--- config.mk ---
export PLATFORM = sky130hd
export DESIGN_NAME = bmc_basic_control
export DESIGN_NICKNAME = d
export VERILOG_FILES = /design/src/core/bmc_pkg.sv /design/src/core/bmc_basic_control.sv /design/src/core/bmc_mac_path.sv
export SDC_FILE = /design/constraint.sdc
export NUM_CORES = 1
export LEC_CHECK = 0
export ABC_AREA = 1
export BUFFER_PORTS_ARGS = -buffer_cell sky130_fd_sc_hd__buf_4
export CAP_MARGIN = 20
export CORE_ASPECT_RATIO = 1.5
export CORE_MARGIN = 1.5
export CORE_UTILIZATION = 58
export CTS_BUF_LIST = sky130_fd_sc_hd__clkbuf_2
export DETAILED_ROUTE_END_ITERATION = 8
export PLACE_DENSITY = 0.85
export SLEW_MARGIN = 20
export SYNTH_ARGS = -nofsm -noshare
export SYNTH_HDL_FRONTEND = slang
export SYNTH_SLANG_ARGS = --single-unit
--- constraint.sdc ---
create_clock -name clk -period 2 [get_ports clk]
set_input_delay 0.6 -clock clk [delete_from_list [all_inputs] [get_ports clk]]
set_output_delay 0.6 -clock clk [all_outputs]
set_load 0.01 [all_outputs]
--- src/core/bmc_pkg.sv ---
// constants for the basic mode control register block
// Function
// writing reset bit 15 starts soft reset, reads one until done, restraps
// loopback bit 14 routes MAC transmit data back to MAC receive path
// master allows up to 500 us of no valid receive data after loopback
// forced speed code {bit6,bit13}: 00=10, 01=100, 10=1000, 11 reserved
// auto-negotiation enable ignores bits 13 and 8; clear, they set mode
// auto-negotiation enable resets from strap pin, then stays read-write
// power-down bit 11 powers down all but the register block
// effective power down is bit 11 OR active-low pin; pin reads bit set
// isolate bit 10 cuts MAC data interface, management keeps working (here only receive is cut; MAC transmit still reaches the line)
// restart bit 9 reinitiates negotiation; ignored when bit 12 is zero
// restart reads one until negotiation starts; clearing write ignored
// duplex bit 8 selects full when one; reset value from strap pin
// collision test bit 7 asserts COL within 512 bit times of TX_EN
// collision test deasserts COL within 4 bit times of TX_EN falling
// bits 5:0 reserved, writes ignored, reads zero
// speed high bit resets one; other non-strap bits reset zero
// management reads and writes keep working during power down
// writes touch only read-write fields; self-clearing bits drop alone
package bmc_pkg;
    localparam int BMC_CLK_PERIOD_NS = 10;
    localparam int BMC_SW_RESET_NS = 1000;
    localparam int BMC_SW_RESET_CYC_I =
        (BMC_SW_RESET_NS + BMC_CLK_PERIOD_NS - 1) / BMC_CLK_PERIOD_NS;
    localparam logic [7:0] BMC_SW_RESET_CYC = 8'(BMC_SW_RESET_CYC_I);

    localparam logic [4:0] BMC_REG_ADDR = 5'h0;
    localparam int BMC_BIT_RESET = 15;
    localparam int BMC_BIT_LOOP = 14;
    localparam int BMC_BIT_SPD_LO = 13;
    localparam int BMC_BIT_AN_EN = 12;
    localparam int BMC_BIT_PDN = 11;
    localparam int BMC_BIT_ISO = 10;
    localparam int BMC_BIT_AN_RESTART = 9;
    localparam int BMC_BIT_DUPLEX = 8;
    localparam int BMC_BIT_COL_TEST = 7;
    localparam int BMC_BIT_SPD_HI = 6;

    localparam logic BMC_RST_SPD_HI = 1'b1;
    localparam logic BMC_RST_OTHER = 1'b0;

    localparam logic [1:0] BMC_OP_WRITE = 2'h1;
    localparam logic [1:0] BMC_OP_READ = 2'h2;
    localparam logic [4:0] BMC_OP_BITS_M1 = 5'h1;
    localparam logic [4:0] BMC_ADDR_BITS_M1 = 5'h4;
    localparam logic [4:0] BMC_TA_BITS_M1 = 5'h1;
    localparam logic [4:0] BMC_DATA_BITS_M1 = 5'hf;

    localparam logic [1:0] BMC_SPEED_10 = 2'h0;
    localparam logic [1:0] BMC_SPEED_100 = 2'h1;
    localparam logic [1:0] BMC_SPEED_1000 = 2'h2;

    typedef enum logic [2:0] {
        BMC_ST_IDLE,
        BMC_ST_START,
        BMC_ST_OP,
        BMC_ST_PHYAD,
        BMC_ST_REGAD,
        BMC_ST_TA,
        BMC_ST_DATA
    } bmc_mdio_st_e;
endpackage

--- src/core/bmc_basic_control.sv ---
// basic mode control register with management serial slave
`timescale 1ns/10ps
module bmc_basic_control (
    input wire logic clk,
    input wire logic rst_n,
    input wire logic mdc,
    input wire logic mdioIn,
    output logic mdioOut,
    output logic mdioOe,
    input wire logic [4:0] strapPhyAddr,
    input wire logic strapAnEnable,
    input wire logic strapDuplex,
    input wire logic powerOffRequestN,
    input wire logic anStarted,
    input wire logic [1:0] anSpeed,
    input wire logic anFullDuplex,
    output logic softResetBusy,
    output logic anEnable,
    output logic anRestartReq,
    output logic [1:0] speedSel,
    output logic fullDuplex,
    output logic powerDown,
    input wire logic macTxEn,
    input wire logic macTxEr,
    input wire logic [7:0] macTxd,
    input wire logic lineRxDv,
    input wire logic lineRxEr,
    input wire logic [7:0] lineRxd,
    input wire logic lineCol,
    input wire logic lineCrs,
    output logic macRxDv,
    output logic macRxEr,
    output logic [7:0] macRxd,
    output logic macCol,
    output logic macCrs,
    output logic macDriveEn,
    output logic lineTxEn,
    output logic lineTxEr,
    output logic [7:0] lineTxd
);
    import bmc_pkg::*;

    typedef struct packed {
        logic mdcPrev;
        bmc_mdio_st_e st;
        logic [4:0] cnt;
        logic isRead;
        logic [4:0] phyad;
        logic [4:0] regad;
        logic [15:0] shift;
        logic mdioOut;
        logic mdioOe;
        logic strapLoad;
        logic [4:0] phyAddr;
        logic [7:0] rstCnt;
        logic swRst;
        logic loop;
        logic spdLo;
        logic anEn;
        logic pdn;
        logic iso;
        logic anRestart;
        logic duplex;
        logic colTest;
        logic spdHi;
        logic [1:0] speed;
        logic fullDup;
        logic pdnEff;
    } bmc_ctrl_s;

    bmc_ctrl_s s_r;
    bmc_ctrl_s s_nxt;

    logic mdcRise;
    logic addrHit;
    logic [15:0] wrData;
    logic wrStrobe;

    // register image seen by the management master
    function automatic logic [15:0] read_word(input bmc_ctrl_s c,
                                              input logic pinN,
                                              input logic [4:0] reg_a);
        logic [15:0] w;
        w = '0;
        if (reg_a == BMC_REG_ADDR) begin
            // reads one while busy
            w[BMC_BIT_RESET] = c.swRst;
            w[BMC_BIT_LOOP] = c.loop;
            w[BMC_BIT_SPD_LO] = c.spdLo;
            w[BMC_BIT_AN_EN] = c.anEn;
            // pin shows as bit set
            w[BMC_BIT_PDN] = c.pdn | ~pinN;
            w[BMC_BIT_ISO] = c.iso;
            // reads one until started
            w[BMC_BIT_AN_RESTART] = c.anRestart;
            w[BMC_BIT_DUPLEX] = c.duplex;
            w[BMC_BIT_COL_TEST] = c.colTest;
            w[BMC_BIT_SPD_HI] = c.spdHi;
            // reserved bits zero
            w[5:0] = 6'h0;
        end
        return w;
    endfunction

    // control fields back to defaults, straps taken again
    function automatic bmc_ctrl_s load_defaults(input bmc_ctrl_s c,
                                                input logic anStrap,
                                                input logic dupStrap);
        bmc_ctrl_s d;
        d = c;
        // reset values
        d.swRst = BMC_RST_OTHER;
        d.loop = BMC_RST_OTHER;
        d.spdLo = BMC_RST_OTHER;
        d.pdn = BMC_RST_OTHER;
        d.iso = BMC_RST_OTHER;
        d.anRestart = BMC_RST_OTHER;
        d.colTest = BMC_RST_OTHER;
        d.spdHi = BMC_RST_SPD_HI;
        // strap sets negotiation enable
        d.anEn = anStrap;
        // strap sets duplex
        d.duplex = dupStrap;
        return d;
    endfunction

    always_comb begin
        s_nxt = s_r;
        s_nxt.mdcPrev = mdc;
        s_nxt.strapLoad = 1'b0;
        mdcRise = mdc & ~s_r.mdcPrev;
        addrHit = (s_r.phyad == s_r.phyAddr);
        wrData = {s_r.shift[14:0], mdioIn};
        wrStrobe = 1'b0;

        // serial slave never gated by power down
        if (mdcRise) begin
            unique case (s_r.st)
                BMC_ST_IDLE: begin
                    s_nxt.mdioOe = 1'b0;
                    if (!mdioIn) begin
                        s_nxt.st = BMC_ST_START;
                    end
                end
                BMC_ST_START: begin
                    s_nxt.st = mdioIn ? BMC_ST_OP : BMC_ST_IDLE;
                    s_nxt.cnt = BMC_OP_BITS_M1;
                end
                BMC_ST_OP: begin
                    s_nxt.shift = wrData;
                    s_nxt.cnt = s_r.cnt - 5'h1;
                    if (s_r.cnt == 5'h0) begin
                        s_nxt.cnt = BMC_ADDR_BITS_M1;
                        s_nxt.st = BMC_ST_PHYAD;
                        s_nxt.isRead = (wrData[1:0] == BMC_OP_READ);
                        if (wrData[1:0] != BMC_OP_READ &&
                            wrData[1:0] != BMC_OP_WRITE) begin
                            s_nxt.st = BMC_ST_IDLE;
                        end
                    end
                end
                BMC_ST_PHYAD: begin
                    s_nxt.shift = wrData;
                    s_nxt.cnt = s_r.cnt - 5'h1;
                    if (s_r.cnt == 5'h0) begin
                        s_nxt.phyad = wrData[4:0];
                        s_nxt.cnt = BMC_ADDR_BITS_M1;
                        s_nxt.st = BMC_ST_REGAD;
                    end
                end
                BMC_ST_REGAD: begin
                    s_nxt.shift = wrData;
                    s_nxt.cnt = s_r.cnt - 5'h1;
                    if (s_r.cnt == 5'h0) begin
                        s_nxt.regad = wrData[4:0];
                        s_nxt.cnt = BMC_TA_BITS_M1;
                        s_nxt.st = BMC_ST_TA;
                    end
                end
                BMC_ST_TA: begin
                    s_nxt.cnt = s_r.cnt - 5'h1;
                    if (s_r.cnt != 5'h0) begin
                        if (s_r.isRead && addrHit) begin
                            s_nxt.mdioOe = 1'b1;
                            s_nxt.mdioOut = 1'b0;
                            s_nxt.shift = read_word(s_r, powerOffRequestN,
                                                    s_r.regad);
                        end
                    end else begin
                        s_nxt.cnt = BMC_DATA_BITS_M1;
                        s_nxt.st = BMC_ST_DATA;
                        if (s_r.isRead) begin
                            s_nxt.mdioOut = s_r.shift[15];
                            s_nxt.shift = {s_r.shift[14:0], 1'b0};
                        end
                    end
                end
                BMC_ST_DATA: begin
                    s_nxt.cnt = s_r.cnt - 5'h1;
                    if (s_r.isRead) begin
                        s_nxt.mdioOut = s_r.shift[15];
                        s_nxt.shift = {s_r.shift[14:0], 1'b0};
                    end else begin
                        s_nxt.shift = wrData;
                    end
                    if (s_r.cnt == 5'h0) begin
                        s_nxt.st = BMC_ST_IDLE;
                        s_nxt.mdioOe = 1'b0;
                        s_nxt.mdioOut = 1'b0;
                        wrStrobe = ~s_r.isRead & addrHit &
                                   (s_r.regad == BMC_REG_ADDR);
                    end
                end
            endcase
        end

        // clear once negotiation starts
        if (anStarted) begin
            s_nxt.anRestart = 1'b0;
        end

        if (s_r.swRst) begin
            // hold busy, then restrap
            s_nxt.rstCnt = s_r.rstCnt - 8'h1;
            if (s_r.rstCnt <= 8'h1) begin
                s_nxt = load_defaults(s_nxt, strapAnEnable, strapDuplex);
                s_nxt.rstCnt = 8'h0;
            end
        end else if (wrStrobe) begin
            // only read-write fields stored
            s_nxt.loop = wrData[BMC_BIT_LOOP];
            s_nxt.spdLo = wrData[BMC_BIT_SPD_LO];
            s_nxt.anEn = wrData[BMC_BIT_AN_EN];
            s_nxt.pdn = wrData[BMC_BIT_PDN];
            s_nxt.iso = wrData[BMC_BIT_ISO];
            s_nxt.duplex = wrData[BMC_BIT_DUPLEX];
            s_nxt.colTest = wrData[BMC_BIT_COL_TEST];
            s_nxt.spdHi = wrData[BMC_BIT_SPD_HI];
            // restart only with negotiation on
            if (wrData[BMC_BIT_AN_RESTART] && wrData[BMC_BIT_AN_EN]) begin
                s_nxt.anRestart = 1'b1;
            end
            // soft reset start
            if (wrData[BMC_BIT_RESET]) begin
                s_nxt.swRst = 1'b1;
                s_nxt.rstCnt = BMC_SW_RESET_CYC;
            end
        end

        // strap capture after release of the hardware reset
        if (s_r.strapLoad) begin
            s_nxt.phyAddr = strapPhyAddr;
            s_nxt.anEn = strapAnEnable;
            s_nxt.duplex = strapDuplex;
        end

        // forced speed code
        // negotiation result overrides forced bits
        if (s_nxt.anEn) begin
            s_nxt.speed = anSpeed;
            s_nxt.fullDup = anFullDuplex;
        end else begin
            s_nxt.speed = {s_nxt.spdHi, s_nxt.spdLo};
            s_nxt.fullDup = s_nxt.duplex;
        end
        // effective power down
        // bit or pin
        s_nxt.pdnEff = s_nxt.pdn | ~powerOffRequestN;
    end

    always_ff @(posedge clk or negedge rst_n) begin
        if (!rst_n) begin
            s_r <= '0;
            s_r.st <= BMC_ST_IDLE;
            s_r.strapLoad <= 1'b1;
            s_r.spdHi <= BMC_RST_SPD_HI;
            s_r.speed <= BMC_SPEED_1000;
        end else begin
            s_r <= s_nxt;
        end
    end

    assign mdioOut = s_r.mdioOut;
    assign mdioOe = s_r.mdioOe;
    assign softResetBusy = s_r.swRst;
    assign anEnable = s_r.anEn;
    assign anRestartReq = s_r.anRestart;
    assign speedSel = s_r.speed;
    assign fullDuplex = s_r.fullDup;
    assign powerDown = s_r.pdnEff;

    bmc_mac_path u_path (
        .clk(clk),
        .rst_n(rst_n),
        .loopback(s_r.loop),
        .isolate(s_r.iso),
        .powerDown(s_r.pdnEff),
        .colTest(s_r.colTest),
        .macTxEn(macTxEn),
        .macTxEr(macTxEr),
        .macTxd(macTxd),
        .lineRxDv(lineRxDv),
        .lineRxEr(lineRxEr),
        .lineRxd(lineRxd),
        .lineCol(lineCol),
        .lineCrs(lineCrs),
        .macRxDv(macRxDv),
        .macRxEr(macRxEr),
        .macRxd(macRxd),
        .macCol(macCol),
        .macCrs(macCrs),
        .macDriveEn(macDriveEn),
        .lineTxEn(lineTxEn),
        .lineTxEr(lineTxEr),
        .lineTxd(lineTxd)
    );
endmodule // bmc_basic_control

--- src/core/bmc_mac_path.sv ---
// MAC-side data path: loopback, isolate, power down and collision test
`timescale 1ns/10ps
module bmc_mac_path (
    input wire logic clk,
    input wire logic rst_n,
    input wire logic loopback,
    input wire logic isolate,
    input wire logic powerDown,
    input wire logic colTest,
    input wire logic macTxEn,
    input wire logic macTxEr,
    input wire logic [7:0] macTxd,
    input wire logic lineRxDv,
    input wire logic lineRxEr,
    input wire logic [7:0] lineRxd,
    input wire logic lineCol,
    input wire logic lineCrs,
    output logic macRxDv,
    output logic macRxEr,
    output logic [7:0] macRxd,
    output logic macCol,
    output logic macCrs,
    output logic macDriveEn,
    output logic lineTxEn,
    output logic lineTxEr,
    output logic [7:0] lineTxd
);
    import bmc_pkg::*;

    typedef struct packed {
        logic rxDv;
        logic rxEr;
        logic [7:0] rxd;
        logic col;
        logic crs;
        logic driveEn;
        logic txEn;
        logic txEr;
        logic [7:0] txd;
    } bmc_path_s;

    bmc_path_s s_r;
    bmc_path_s s_nxt;

    always_comb begin
        s_nxt = '0;
        s_nxt.driveEn = ~isolate;
        if (!powerDown && !loopback) begin
            s_nxt.txEn = macTxEn;
            s_nxt.txEr = macTxEr;
            s_nxt.txd = macTxd;
        end
        // isolated port
        if (isolate || powerDown) begin
            s_nxt.rxDv = 1'b0;
        end else if (loopback) begin
            // transmit looped back
            s_nxt.rxDv = macTxEn;
            s_nxt.rxEr = macTxEr;
            s_nxt.rxd = macTxd;
            s_nxt.crs = macTxEn;
        end else begin
            s_nxt.rxDv = lineRxDv;
            s_nxt.rxEr = lineRxEr;
            s_nxt.rxd = lineRxd;
            s_nxt.col = lineCol;
            s_nxt.crs = lineCrs;
        end
        // col follows tx enable
        // col drops with tx enable
        if (colTest && !isolate && !powerDown) begin
            s_nxt.col = macTxEn;
        end
    end

    always_ff @(posedge clk or negedge rst_n) begin
        if (!rst_n) begin
            s_r <= '0;
        end else begin
            s_r <= s_nxt;
        end
    end

    assign macRxDv = s_r.rxDv;
    assign macRxEr = s_r.rxEr;
    assign macRxd = s_r.rxd;
    assign macCol = s_r.col;
    assign macCrs = s_r.crs;
    assign macDriveEn = s_r.driveEn;
    assign lineTxEn = s_r.txEn;
    assign lineTxEr = s_r.txEr;
    assign lineTxd = s_r.txd;
endmodule // bmc_mac_path

==> results of run 1 <==
==> power by group through the flow <==
stage | Sequential, mW | Clock [mW] | Combinational (mW)
6_report | 2.41 | 0.925 | 1.95
5_1_grt | 2.45 | 0.999 | 2.20
4_1_cts | 2.40 | 0.938 | 1.81
3_5_place_dp | 2.44 | 0 | 1.80
3_3_place_gp | 2.43 | 0 | 1.75
2_1_floorplan | 2.40 | 0 | 1.32
==> sequential cells by signal (all words and copies together), names as in the netlist, 2 cells and up <==
name	flops
s_r	57
speedSel	2
u_path.macRxd	8
u_path.lineTxd	8
==> worst max-delay path by stage <==
stage          cells after the start  slack, ns          to
2_1_floorplan                     12       0.20  fullDuplex
3_3_place_gp                      12       0.11  fullDuplex
3_5_place_dp                      12       0.01  fullDuplex
4_1_cts                           12       0.02  fullDuplex
5_1_grt                           13      -0.08  fullDuplex
6_report                          12       0.07  fullDuplex
==> cells in the mapped netlist (all sizes together) <==
library cell,count,area [µm²]
conb,1,3.75
nor3,3,15.0
xor2,2,17.5
nor2,53,249
inv,83,312
o32ai,1,8.76
a21oi,18,90.1
o22ai,11,75.1
o21ai,55,302
ha,4,50.1
nand2,91,377
a41oi,1,8.76
dfrtp,86,2150
clkbuf,4,25.0
o2111ai,2,17.5
o21a,2,15.0
nand4,4,25.0
nand3b,2,27.5
o211ai,10,110
clkinv,1,5.00
dfstp,3,78.8
nand3,24,153
or2,2,12.5
xnor2,2,17.5
buf,8,66.3
a31oi,1,6.26
a211oi,10,75.1
o22a,1,8.76
==> worst reg2reg max path: cells and delay by family, from the launching register on <==
family / cells / cell delay, ns
fa+ha+maj: 1 / 0.18
buf+inv: 2 / 0.16
simple gates: 8 / 0.95
flops: 1 / 0.46
compound gates: 1 / 0.12
==> stage by stage <==
stage	setup WS [ns]	area [µm²]
finish	0.0745	5240
global placement	0.106	4950
floorplan	0.198	4300
global route	-0.0808	5240
detailed placement	0.0130	4950
CTS	0.0154	5080
==> metal layers <==
layer  vias to the layer above  share of wire, %
met2                       140                53
met5                         -                 0
met3                        33               4.7
met4                         0               3.7
li1                       1761                 -
met1                      1783                39
==> cell families after synthesis <==
logic type	count (synthesis)	share of synthesized area, %
xor+xnor	4	0.814
compound gates	112	16.7
other cells	1	0.0872
simple gates	179	19.9
buf+inv	96	9.48
flops	89	51.8
fa+ha+maj	4	1.16
==> what timing repair did <==
action	4_1_cts	5_1_grt
hold buffers	1	0
setup buffers	0	16
gates resized for setup	1	19
pin swaps	0	6
setup endpoints to repair	2	27
hold endpoints to repair	31	0
==> final cells by class <==
class / instances / share of cell area [%]
Sequential cell: 89 / 42.5
Multi-Input combinational cell: 300 / 32.5
Timing Repair Buffer: 95 / 14.2
Inverter: 84 / 6.16
Tap cell: 100 / 2.39
Clock inverter: 7 / 1.34
Clock buffer: 9 / 0.859
==> results.json, run 1 <==
{
  "post_drt_wl_per_cell_um": 14.2,
  "synth-seq-area-share_pct": 51.8,
  "fin_util_pct": 72.6,
  "row_count": 38,
  "grt_busiest_layer": "met2",
  "area_growth_pct": 21.9,
  "p_leak_nw": 2.65,
  "drt_drc_violations_left": 0,
  "synth_nets": 527,
  "die_h_um": 108,
  "nNetsFinal": 621,
  "crit_required_ns": 2.50,
  "whs_endpoint": "s_r[65]",
  "rr_worst_depth": 12,
  "cp_data_arrival_time_ns": 2.43,
  "routed_via_density": 5.43,
  "sw_frac_of_total_pct": 39.6,
  "power.share.clock_pct": 17.5,
  "gp_congestion": 0.965,
  "met1_usage_pct": 29.4,
  "antenna_found_initial": 0,
  "pwr-share-seq_pct": 45.7,
  "hold_depth": 1,
  "placedCellCount": 651,
  "max_stage_delay_ns": 0.46,
  "synth_cells": 485,
  "drive_above_1_share_pct": 28.9,
  "fp.coreArea_um2": 7230,
  "synth-seq-cells": 89,
  "r2r_end": "fullDuplex",
  "antennaDiodeCount": 0,
  "dp_hpwl_um": 7060,
  "vias": 3717,
  "drv_cap": 0,
  "path_delay_family": "simple AND/OR/NAND/NOR gates",
  "dieArea_um2": 7960,
  "worst-path-buf-inv": 2,
  "grt_max_degree": 42,
  "fin_skew_ns": 0.0168,
  "grt_pass1_vias": 3559,
  "path_cells": "inv_2 -> ha_2 -> nor2_1 -> nor2_1 -> nand3_2 -> nor2_4 -> inv_4 -> o21ai_2 -> nand3b_4 -> nand2_4 -> nand2_1 -> nand2_1",
  "cts-root-buf": "clkbuf_2",
  "setup_viol": 0,
  "register_area_um2": 2230,
  "routed_wl_um": 9710,
  "fillCellCount": 560,
  "start_util_pct": 59.5,
  "grt_util_met2_pct": 45.7,
  "period_share_pct": 96.3,
  "max_freq_mhz": 519,
  "clkSlewWorstSetupHoldPaths_ns": 0.24,
  "rrSetupSlack_ns": 0.07,
  "power_frac_comb_pct": 36.8,
  "clk_latency_ns": 0.57,
  "h-tree-depth": 3,
  "drtPass1Iterations": 5,
  "synth_cell_types": 44,
  "internal-power_mw": 3.19,
  "grt_pass1_wl_um": 15800,
  "grt_use_met3_pct": 5.03,
  "status": "complete, no violations",
  "rr_startpoint": "s_r[14]",
  "peakVddDrop_mv": 0.675,
  "io_pins": 70,
  "cts_tree": "built",
  "ys_warn_count": 0,
  "crit_start": "s_r[14]",
  "hold_viol": 0,
  "die_w_um": 73.3,
  "final_max_slew_viol_count": 0,
  "power_mw": 5.29,
  "multi_input_area_um2": 1710,
  "hp-class": "in2reg",
  "syn_area_um2": 4300,
  "final_cell_mix": "buf_4, dfrtp_1, nand2_1",
  "cp-start-kind": "register",
  "drt_iter0_drc": 301,
  "hold_start": "mdc",
  "grt_overflow_total": 0,
  "criticalPathCategory": "reg2reg",
  "slowest_stage": "dfrtp_1",
  "final_common_cell": "buf_4",
  "io_buffers": 69,
  "final_cells": 684,
  "ant_nets": 0,
  "clkSinkCount": 89,
  "gr-usage-all-layers_pct": 26.0,
  "finalCriticalPeriod_ns": 1.93,
  "cts_made_buffers": 9,
  "p_switching_mw": 2.09,
  "tns_ns": 0,
  "power.density_nw_per_um2": 1010,
  "hold_ws_ns": 0.120,
  "critPathMaxFanout": 4,
  "critPathCaptureType": "register",
  "cts_max_path_buffers": 2,
  "syn_avg_cell_area_um2": 8.87
}
No activity file was read; power rests on OpenSTA's default activity.
==> inputs of run 2 (changes only) <==
--- a/config.mk
+++ b/config.mk
@@ -10,10 +10,10 @@
 export CAP_MARGIN = 20
 export CORE_ASPECT_RATIO = 1.5
 export CORE_MARGIN = 1.5
-export CORE_UTILIZATION = 58
+export CORE_UTILIZATION = 53
 export CTS_BUF_LIST = sky130_fd_sc_hd__clkbuf_2
 export DETAILED_ROUTE_END_ITERATION = 8
-export PLACE_DENSITY = 0.85
+export PLACE_DENSITY = 0.82
 export SLEW_MARGIN = 20
 export SYNTH_ARGS = -nofsm -noshare
 export SYNTH_HDL_FRONTEND = slang
==> constraint.sdc (replaced) <==
create_clock -name clk -period 1.7 [get_ports clk]
set_input_delay 0.51 -clock clk [delete_from_list [all_inputs] [get_ports clk]]
set_output_delay 0.51 -clock clk [all_outputs]
set_load 0.01 [all_outputs]
==> run 2 against run 1 <==
Net effect:
- the run now ends with negative setup slack left
- clock power grew 31%
- register-to-register slack got worse by 0.28 ns
- non-clock buffer count is 35 higher
- design area rose by 15%
- clock-buffer cell count increased by 1
- total power is 44% higher
- sequential share of layout area is 5.6 points lower
- hold slack got worse by 0.10 ns
- sequential power up 20%
- fmax rose by 1.3%
- critical path type unchanged
- largest cell class unchanged
==> results.json, run 2 (same netlist as run 1, synthesis figures left out) <==
{
  "power_mw": 7.61,
  "hp-class": "in2reg",
  "routed_wl_um": 11300,
  "drv_cap": 0,
  "gr-usage-all-layers_pct": 25.5,
  "clkSlewWorstSetupHoldPaths_ns": 0.25,
  "drive_above_1_share_pct": 42.4,
  "crit_required_ns": 2.20,
  "post_drt_wl_per_cell_um": 15.6,
  "grt_pass1_wl_um": 17300,
  "power.density_nw_per_um2": 1260,
  "register_area_um2": 2230,
  "p_switching_mw": 3.06,
  "p_leak_nw": 2.95,
  "drt_drc_violations_left": 0,
  "h-tree-depth": 3,
  "rrSetupSlack_ns": -0.20,
  "drt_iter0_drc": 208,
  "final_max_slew_viol_count": 0,
  "row_count": 40,
  "hold_viol": 0,
  "antenna_found_initial": 0,
  "clk_latency_ns": 0.58,
  "grt_max_degree": 41,
  "critPathMaxFanout": 6,
  "fp.coreArea_um2": 7960,
  "nNetsFinal": 658,
  "max_freq_mhz": 526,
  "criticalPathCategory": "reg2reg",
  "multi_input_area_um2": 2040,
  "pwr-share-seq_pct": 37.8,
  "worstMarginPinSlew_ns": 0.500,
  "cts_tree": "built",
  "clkSinkCount": 89,
  "cts_max_path_buffers": 2,
  "drtPass1Iterations": 4,
  "io_buffers": 69,
  "dp_hpwl_um": 7160,
  "largest_reg_flops": 57,
  "fillCellCount": 529,
  "status": "finished with violations",
  "die_w_um": 76.6,
  "io_pins": 70,
  "die_h_um": 113,
  "cts-root-buf": "clkbuf_2",
  "vias": 3856,
  "gp_congestion": 0.972,
  "relSlewSlack_pct": 66.6,
  "cp-start-kind": "register",
  "grt_pass1_vias": 3803,
  "period_share_pct": 112,
  "final_common_cell": "buf_4",
  "ant_nets": 0,
  "routed_via_density": 5.31,
  "fin_skew_ns": 0.0321,
  "power_frac_comb_pct": 46.3,
  "start_util_pct": 54.1,
  "hold_depth": 1,
  "critPathCaptureType": "register",
  "pre_cts_ws_ns": -0.132,
  "rr_worst_depth": 13,
  "peakVddDrop_mv": 0.941,
  "area_growth_pct": 40.3,
  "regMostFlops": "s_r",
  "setup_viol": 43,
  "antennaDiodeCount": 0,
  "final_cell_mix": "buf_4, dfrtp_1, inv_1",
  "dieArea_um2": 8680,
  "grt_overflow_total": 0,
  "cp_data_arrival_time_ns": 2.40,
  "cts_made_buffers": 9,
  "finalCriticalPeriod_ns": 1.90,
  "rsz0062_at_grt": "true",
  "internal-power_mw": 4.55,
  "failed_checks": "negative setup slack",
  "final.setup.worst_slack_ns": -0.201,
  "power.share.clock_pct": 15.9,
  "sw_frac_of_total_pct": 40.3,
  "fin_util_pct": 75.9
}
[run 2: cell types whose count changed in the layout (fill, tap and decap cells not counted), sizes merged]
| cell | delta |
|---|---|
| inv | -2 |
| clkbuf | +1 |
| buf | +35 |
| clkinvlp | -2 |
| clkinv | +3 |
| bufinv | +1 |
| nand2 | +1 |
[run 2: power by group through the flow]
stage	registers, mW	logic (mW)	clock network (mW)
floorplan	2.82	1.55	0
global placement	2.82	2.32	0
detailed placement	2.84	2.38	0
CTS	2.81	2.78	1.22
global route	2.92	3.79	1.32
finish	2.88	3.52	1.21
[run 2: per-stage QoR]
| stage | TNS [ns] | cells | hold slack, ns | cell area [µm²] |
|---|---|---|---|---|
| 2_1_floorplan | 0 | 485 | 0.214 | 4320 |
| 3_3_place_gp | -0.194 | 681 | 0.428 | 5180 |
| 3_5_place_dp | -1.16 | 681 | 0.439 | 5180 |
| 4_1_cts | -2.72 | 715 | 0.00994 | 5640 |
| 5_1_grt | -7.87 | 726 | -0.0145 | 6040 |
| 6_report | -3.46 | 726 | 0.0151 | 6040 |
[run 2: worst paths after layout]
| path | startpoint | to |
|---|---|---|
| worst max register to register | s_r[57] | fullDuplex |
| worst min register to register | s_r[8] | u_path.macDriveEn |
| worst min-delay path | mdc | s_r[65] |
| max in group asynchronous | rst_n | u_path.macRxd[3] |
| min in group asynchronous | rst_n | s_r[14] |
| worst max-delay path | s_r[57] | fullDuplex |
[run 2: what timing repair did]
| action | CTS | global route |
|---|---|---|
| setup endpoints to repair | 54 | 63 |
| gates cloned | 3 | 2 |
| hold buffers | 1 | 0 |
| pin swaps | 13 | 27 |
| hold endpoints to repair | 22 | 0 |
| resized for setup | 45 | 97 |
| buffers inserted | 14 | 11 |
[run 2: cell type report]
class | count | share of cell area [%]
flip-flops and latches | 89 | 37.0
multi-input cells | 301 | 33.8
repair buffers | 130 | 19.2
inverters | 84 | 5.59
well taps | 105 | 2.18
clock inverters | 6 | 1.37
clock buffers | 10 | 0.829
repair inverters | 1 | 0.124
[run 2: metal layers]
metal / part of all wire [%] / up-vias / GRT usage (%)
li1: - / 1832 / -
met1: 36 / 1870 / 27.6
met2: 56 / 112 / 46.4
met3: 3.7 / 42 / 4.11
met4: 4.1 / 0 / 14.9
met5: 0 / - / 0
[run 2: critical path: stages, from the launching register on]
cell and delay [ns]:
dfrtp_1 0.44, inv_2 0.08, ha_4 0.15, nand2_4 0.05, nor2_4 0.15, nand3_4 0.12
nor2_4 0.20, nand3_4 0.14, nand2_4 0.14, nor2_2 0.04, nor2_2 0.10, nor2_2 0.06
nand2_2 0.07, nand2_1 0.06
==> inputs of run 3 (changes only) <==
--- a/config.mk
+++ b/config.mk
@@ -5,7 +5,7 @@
 export SDC_FILE = /design/constraint.sdc
 export NUM_CORES = 1
 export LEC_CHECK = 0
-export ABC_AREA = 1
+export ABC_AREA = 0
 export BUFFER_PORTS_ARGS = -buffer_cell sky130_fd_sc_hd__buf_4
 export CAP_MARGIN = 20
 export CORE_ASPECT_RATIO = 1.5
==> run 3 against run 2 <==
Net effect:
- the run still ends with negative setup slack left
- first-iteration DRC count up 69%
- sequential cell count unchanged
- sequential power is 2% higher
- worst setup slack lost 0.38 ns
- global-route usage rose by 3.5 points
- hold slack better by 0.11 ns
- clock power is 3% higher
- combinational power fell by 6.0%
- die area decreased by 2.5%
- fmax decreased by 17%
- critical path type unchanged
- critical endpoint is now speedSel[0]
- largest cell class unchanged
- highest routed layer unchanged
==> results.json, run 3 <==
{
  "status": "finished with violations",
  "failed_checks": "negative setup slack",
  "tns_ns": -19.32,
  "synthArstFlopShare_pct": 100,
  "synth-seq-cells": 89,
  "synth_cells": 394,
  "grt_pass1_wl_um": 18400,
  "cts-root-buf": "clkbuf_2",
  "die_w_um": 75.6,
  "grt_overflow_total": 0,
  "drv_cap": 0,
  "final_common_cell": "buf_4",
  "grt_pass1_vias": 3919,
  "h-tree-depth": 3,
  "area_growth_pct": 46.0,
  "cp_data_arrival_time_ns": 2.79,
  "max_freq_mhz": 438,
  "period_share_pct": 134,
  "relSlewSlack_pct": 65.0,
  "nNetsFinal": 585,
  "peakVddDrop_mv": 0.814,
  "grt_busiest_layer": "met2",
  "cp-start-kind": "register",
  "io_pins": 70,
  "grt_max_degree": 35,
  "gr-usage-all-layers_pct": 29.0,
  "p_leak_nw": 2.86,
  "final_max_slew_viol_count": 0,
  "cts_tree": "built",
  "register_area_um2": 2230,
  "cts_max_path_buffers": 2,
  "routed_via_density": 5.79,
  "final.setup.worst_slack_ns": -0.585,
  "grt_util_met2_pct": 49.8,
  "synth-main-ff-cell": "dfrtp_1",
  "grt_use_met3_pct": 5.79,
  "finalCriticalPeriod_ns": 2.29,
  "yosys.area.top_type_share_pct": 51.4,
  "final_cell_mix": "buf_4, dfrtp_1, buf_6",
  "synth_common_cells": "dfrtp_1, o21ai_0, nand2_1",
  "syn_avg_cell_area_um2": 10.6,
  "ys_warn_count": 0,
  "crit_required_ns": 2.21,
  "die_h_um": 112,
  "power.density_nw_per_um2": 1230,
  "io_buffers": 69,
  "power_mw": 7.51,
  "clk_latency_ns": 0.59,
  "multi_input_area_um2": 2100,
  "ant_nets": 0,
  "hp-class": "in2reg",
  "dieArea_um2": 8460,
  "drt_iter0_drc": 352,
  "critPathCaptureType": "register",
  "synth_edf_count": 0,
  "largest_reg_flops": 57,
  "synth_cell_types": 56,
  "drive_above_1_share_pct": 45.3,
  "syn_area_um2": 4190,
  "placedCellCount": 601,
  "final_cells": 650,
  "fin_skew_ns": 0.0388,
  "dp_hpwl_um": 7010,
  "worstMarginPinSlew_ns": 0.525,
  "gp_congestion": 0.912,
  "fillCellCount": 404,
  "clkSinkCount": 89,
  "routed_wl_um": 12100,
  "cts_made_buffers": 9,
  "start_util_pct": 54.7,
  "yosys-top-cells-area": "dfrtp_1, mux2_2, mux2i_1",
  "row_count": 39,
  "clkSlewWorstSetupHoldPaths_ns": 0.25,
  "regMostFlops": "s_r",
  "antennaDiodeCount": 0,
  "setup_viol": 60,
  "yosysMostFrequentCell": "dfrtp_1",
  "synth_top_area_cell": "dfrtp_1",
  "synth-seq-area-share_pct": 53.2,
  "drt_drc_violations_left": 0,
  "rsz0062_at_grt": "true",
  "fp.coreArea_um2": 7660,
  "critPathMaxFanout": 6,
  "criticalPathCategory": "reg2reg",
  "synth_nets": 436,
  "vias": 3763,
  "drtPass1Iterations": 5,
  "post_drt_wl_per_cell_um": 18.6,
  "hold_viol": 0,
  "antenna_found_initial": 0,
  "met1_usage_pct": 32.1
}
-- run 3: per-stage QoR --
step | instance area, µm² | hold WS [ns] | setup WS [ns] | util [%]
6_report | 6120 | 0.121 | -0.585 | 79.9
5_1_grt | 6120 | 0.0495 | -0.640 | 79.9
4_1_cts | 5860 | 0.102 | -0.532 | 76.4
3_5_place_dp | 5260 | 0.448 | -0.784 | 68.7
3_3_place_gp | 5260 | 0.444 | -0.769 | 68.7
2_1_floorplan | 4300 | 0.214 | -0.739 | -
-- run 3: cell families (layout without fill, tap and decap cells) --
kind of cell	count (synthesis)	in the layout	share of synthesized area (%)
AO/OA/AOI/OAI	93	94	14.3
XOR/XNOR	8	8	1.67
adder cells (fa/ha/maj)	4	4	1.19
buffers and inverters	45	198	4.45
flip-flops	89	89	53.2
multiplexers	41	41	10.7
other	1	1	0.0895
AND/OR/NAND/NOR	113	113	14.4
-- run 3: power breakdown --
| group | total, mW | internal, mW | switching [mW] |
|---|---|---|---|
| registers | 2.95 | 2.57 | 0.385 |
| logic | 3.31 | 1.66 | 1.65 |
| clock network | 1.25 | 0.499 | 0.752 |
| total | 7.51 | 4.72 | 2.79 |
-- run 3: worst max-delay path, stage by stage, from the launching register on --
cell and delay (ns):
dfrtp_1 0.45, inv_2 0.07, ha_4 0.12, nor4b_4 0.24, nand4_1 0.18, or3_4 0.43, o311ai_4 0.37, mux2_4 0.34
-- run 3: area by class of cell --
type                    instances  area share [%]
well taps                     102            2.09
repair buffers                161            23.6
clock buffers                  10           0.818
flip-flops and latches         89            36.5
clock inverters                 6            1.47
inverters                      21            1.33
multi-input cells             261            34.3
-- run 3: repair_timing --
item	in CTS	in global routing
gates resized for setup	76	54
setup endpoints to repair	62	82
gates cloned	2	0
hold buffers	1	0
buffers inserted	48	13
pin swaps	17	21
endpoints found under the hold margin	20	0
-- run 3: worst paths after layout --
path | endpoint | startpoint | slack, ns | cells after the start
max | speedSel[0] | s_r[58] | -0.59 | 7
min | u_path.lineTxd[6] | macTxd[6] | 0.12 | 2
max reg2reg | speedSel[0] | s_r[58] | -0.59 | 7
min reg2reg | u_path.macDriveEn | s_r[8] | 0.52 | 1
max in group asynchronous | s_r[51] | rst_n | 0.83 | 3
min in group asynchronous | s_r[6] | rst_n | 0.33 | 2
-- run 3: layer usage --
layer / part of all wire [%] / vias up
met2: 54 / 156
met3: 4.8 / 62
li1: - / 1697
met1: 35 / 1848
met5: 0 / -
met4: 5.8 / 0
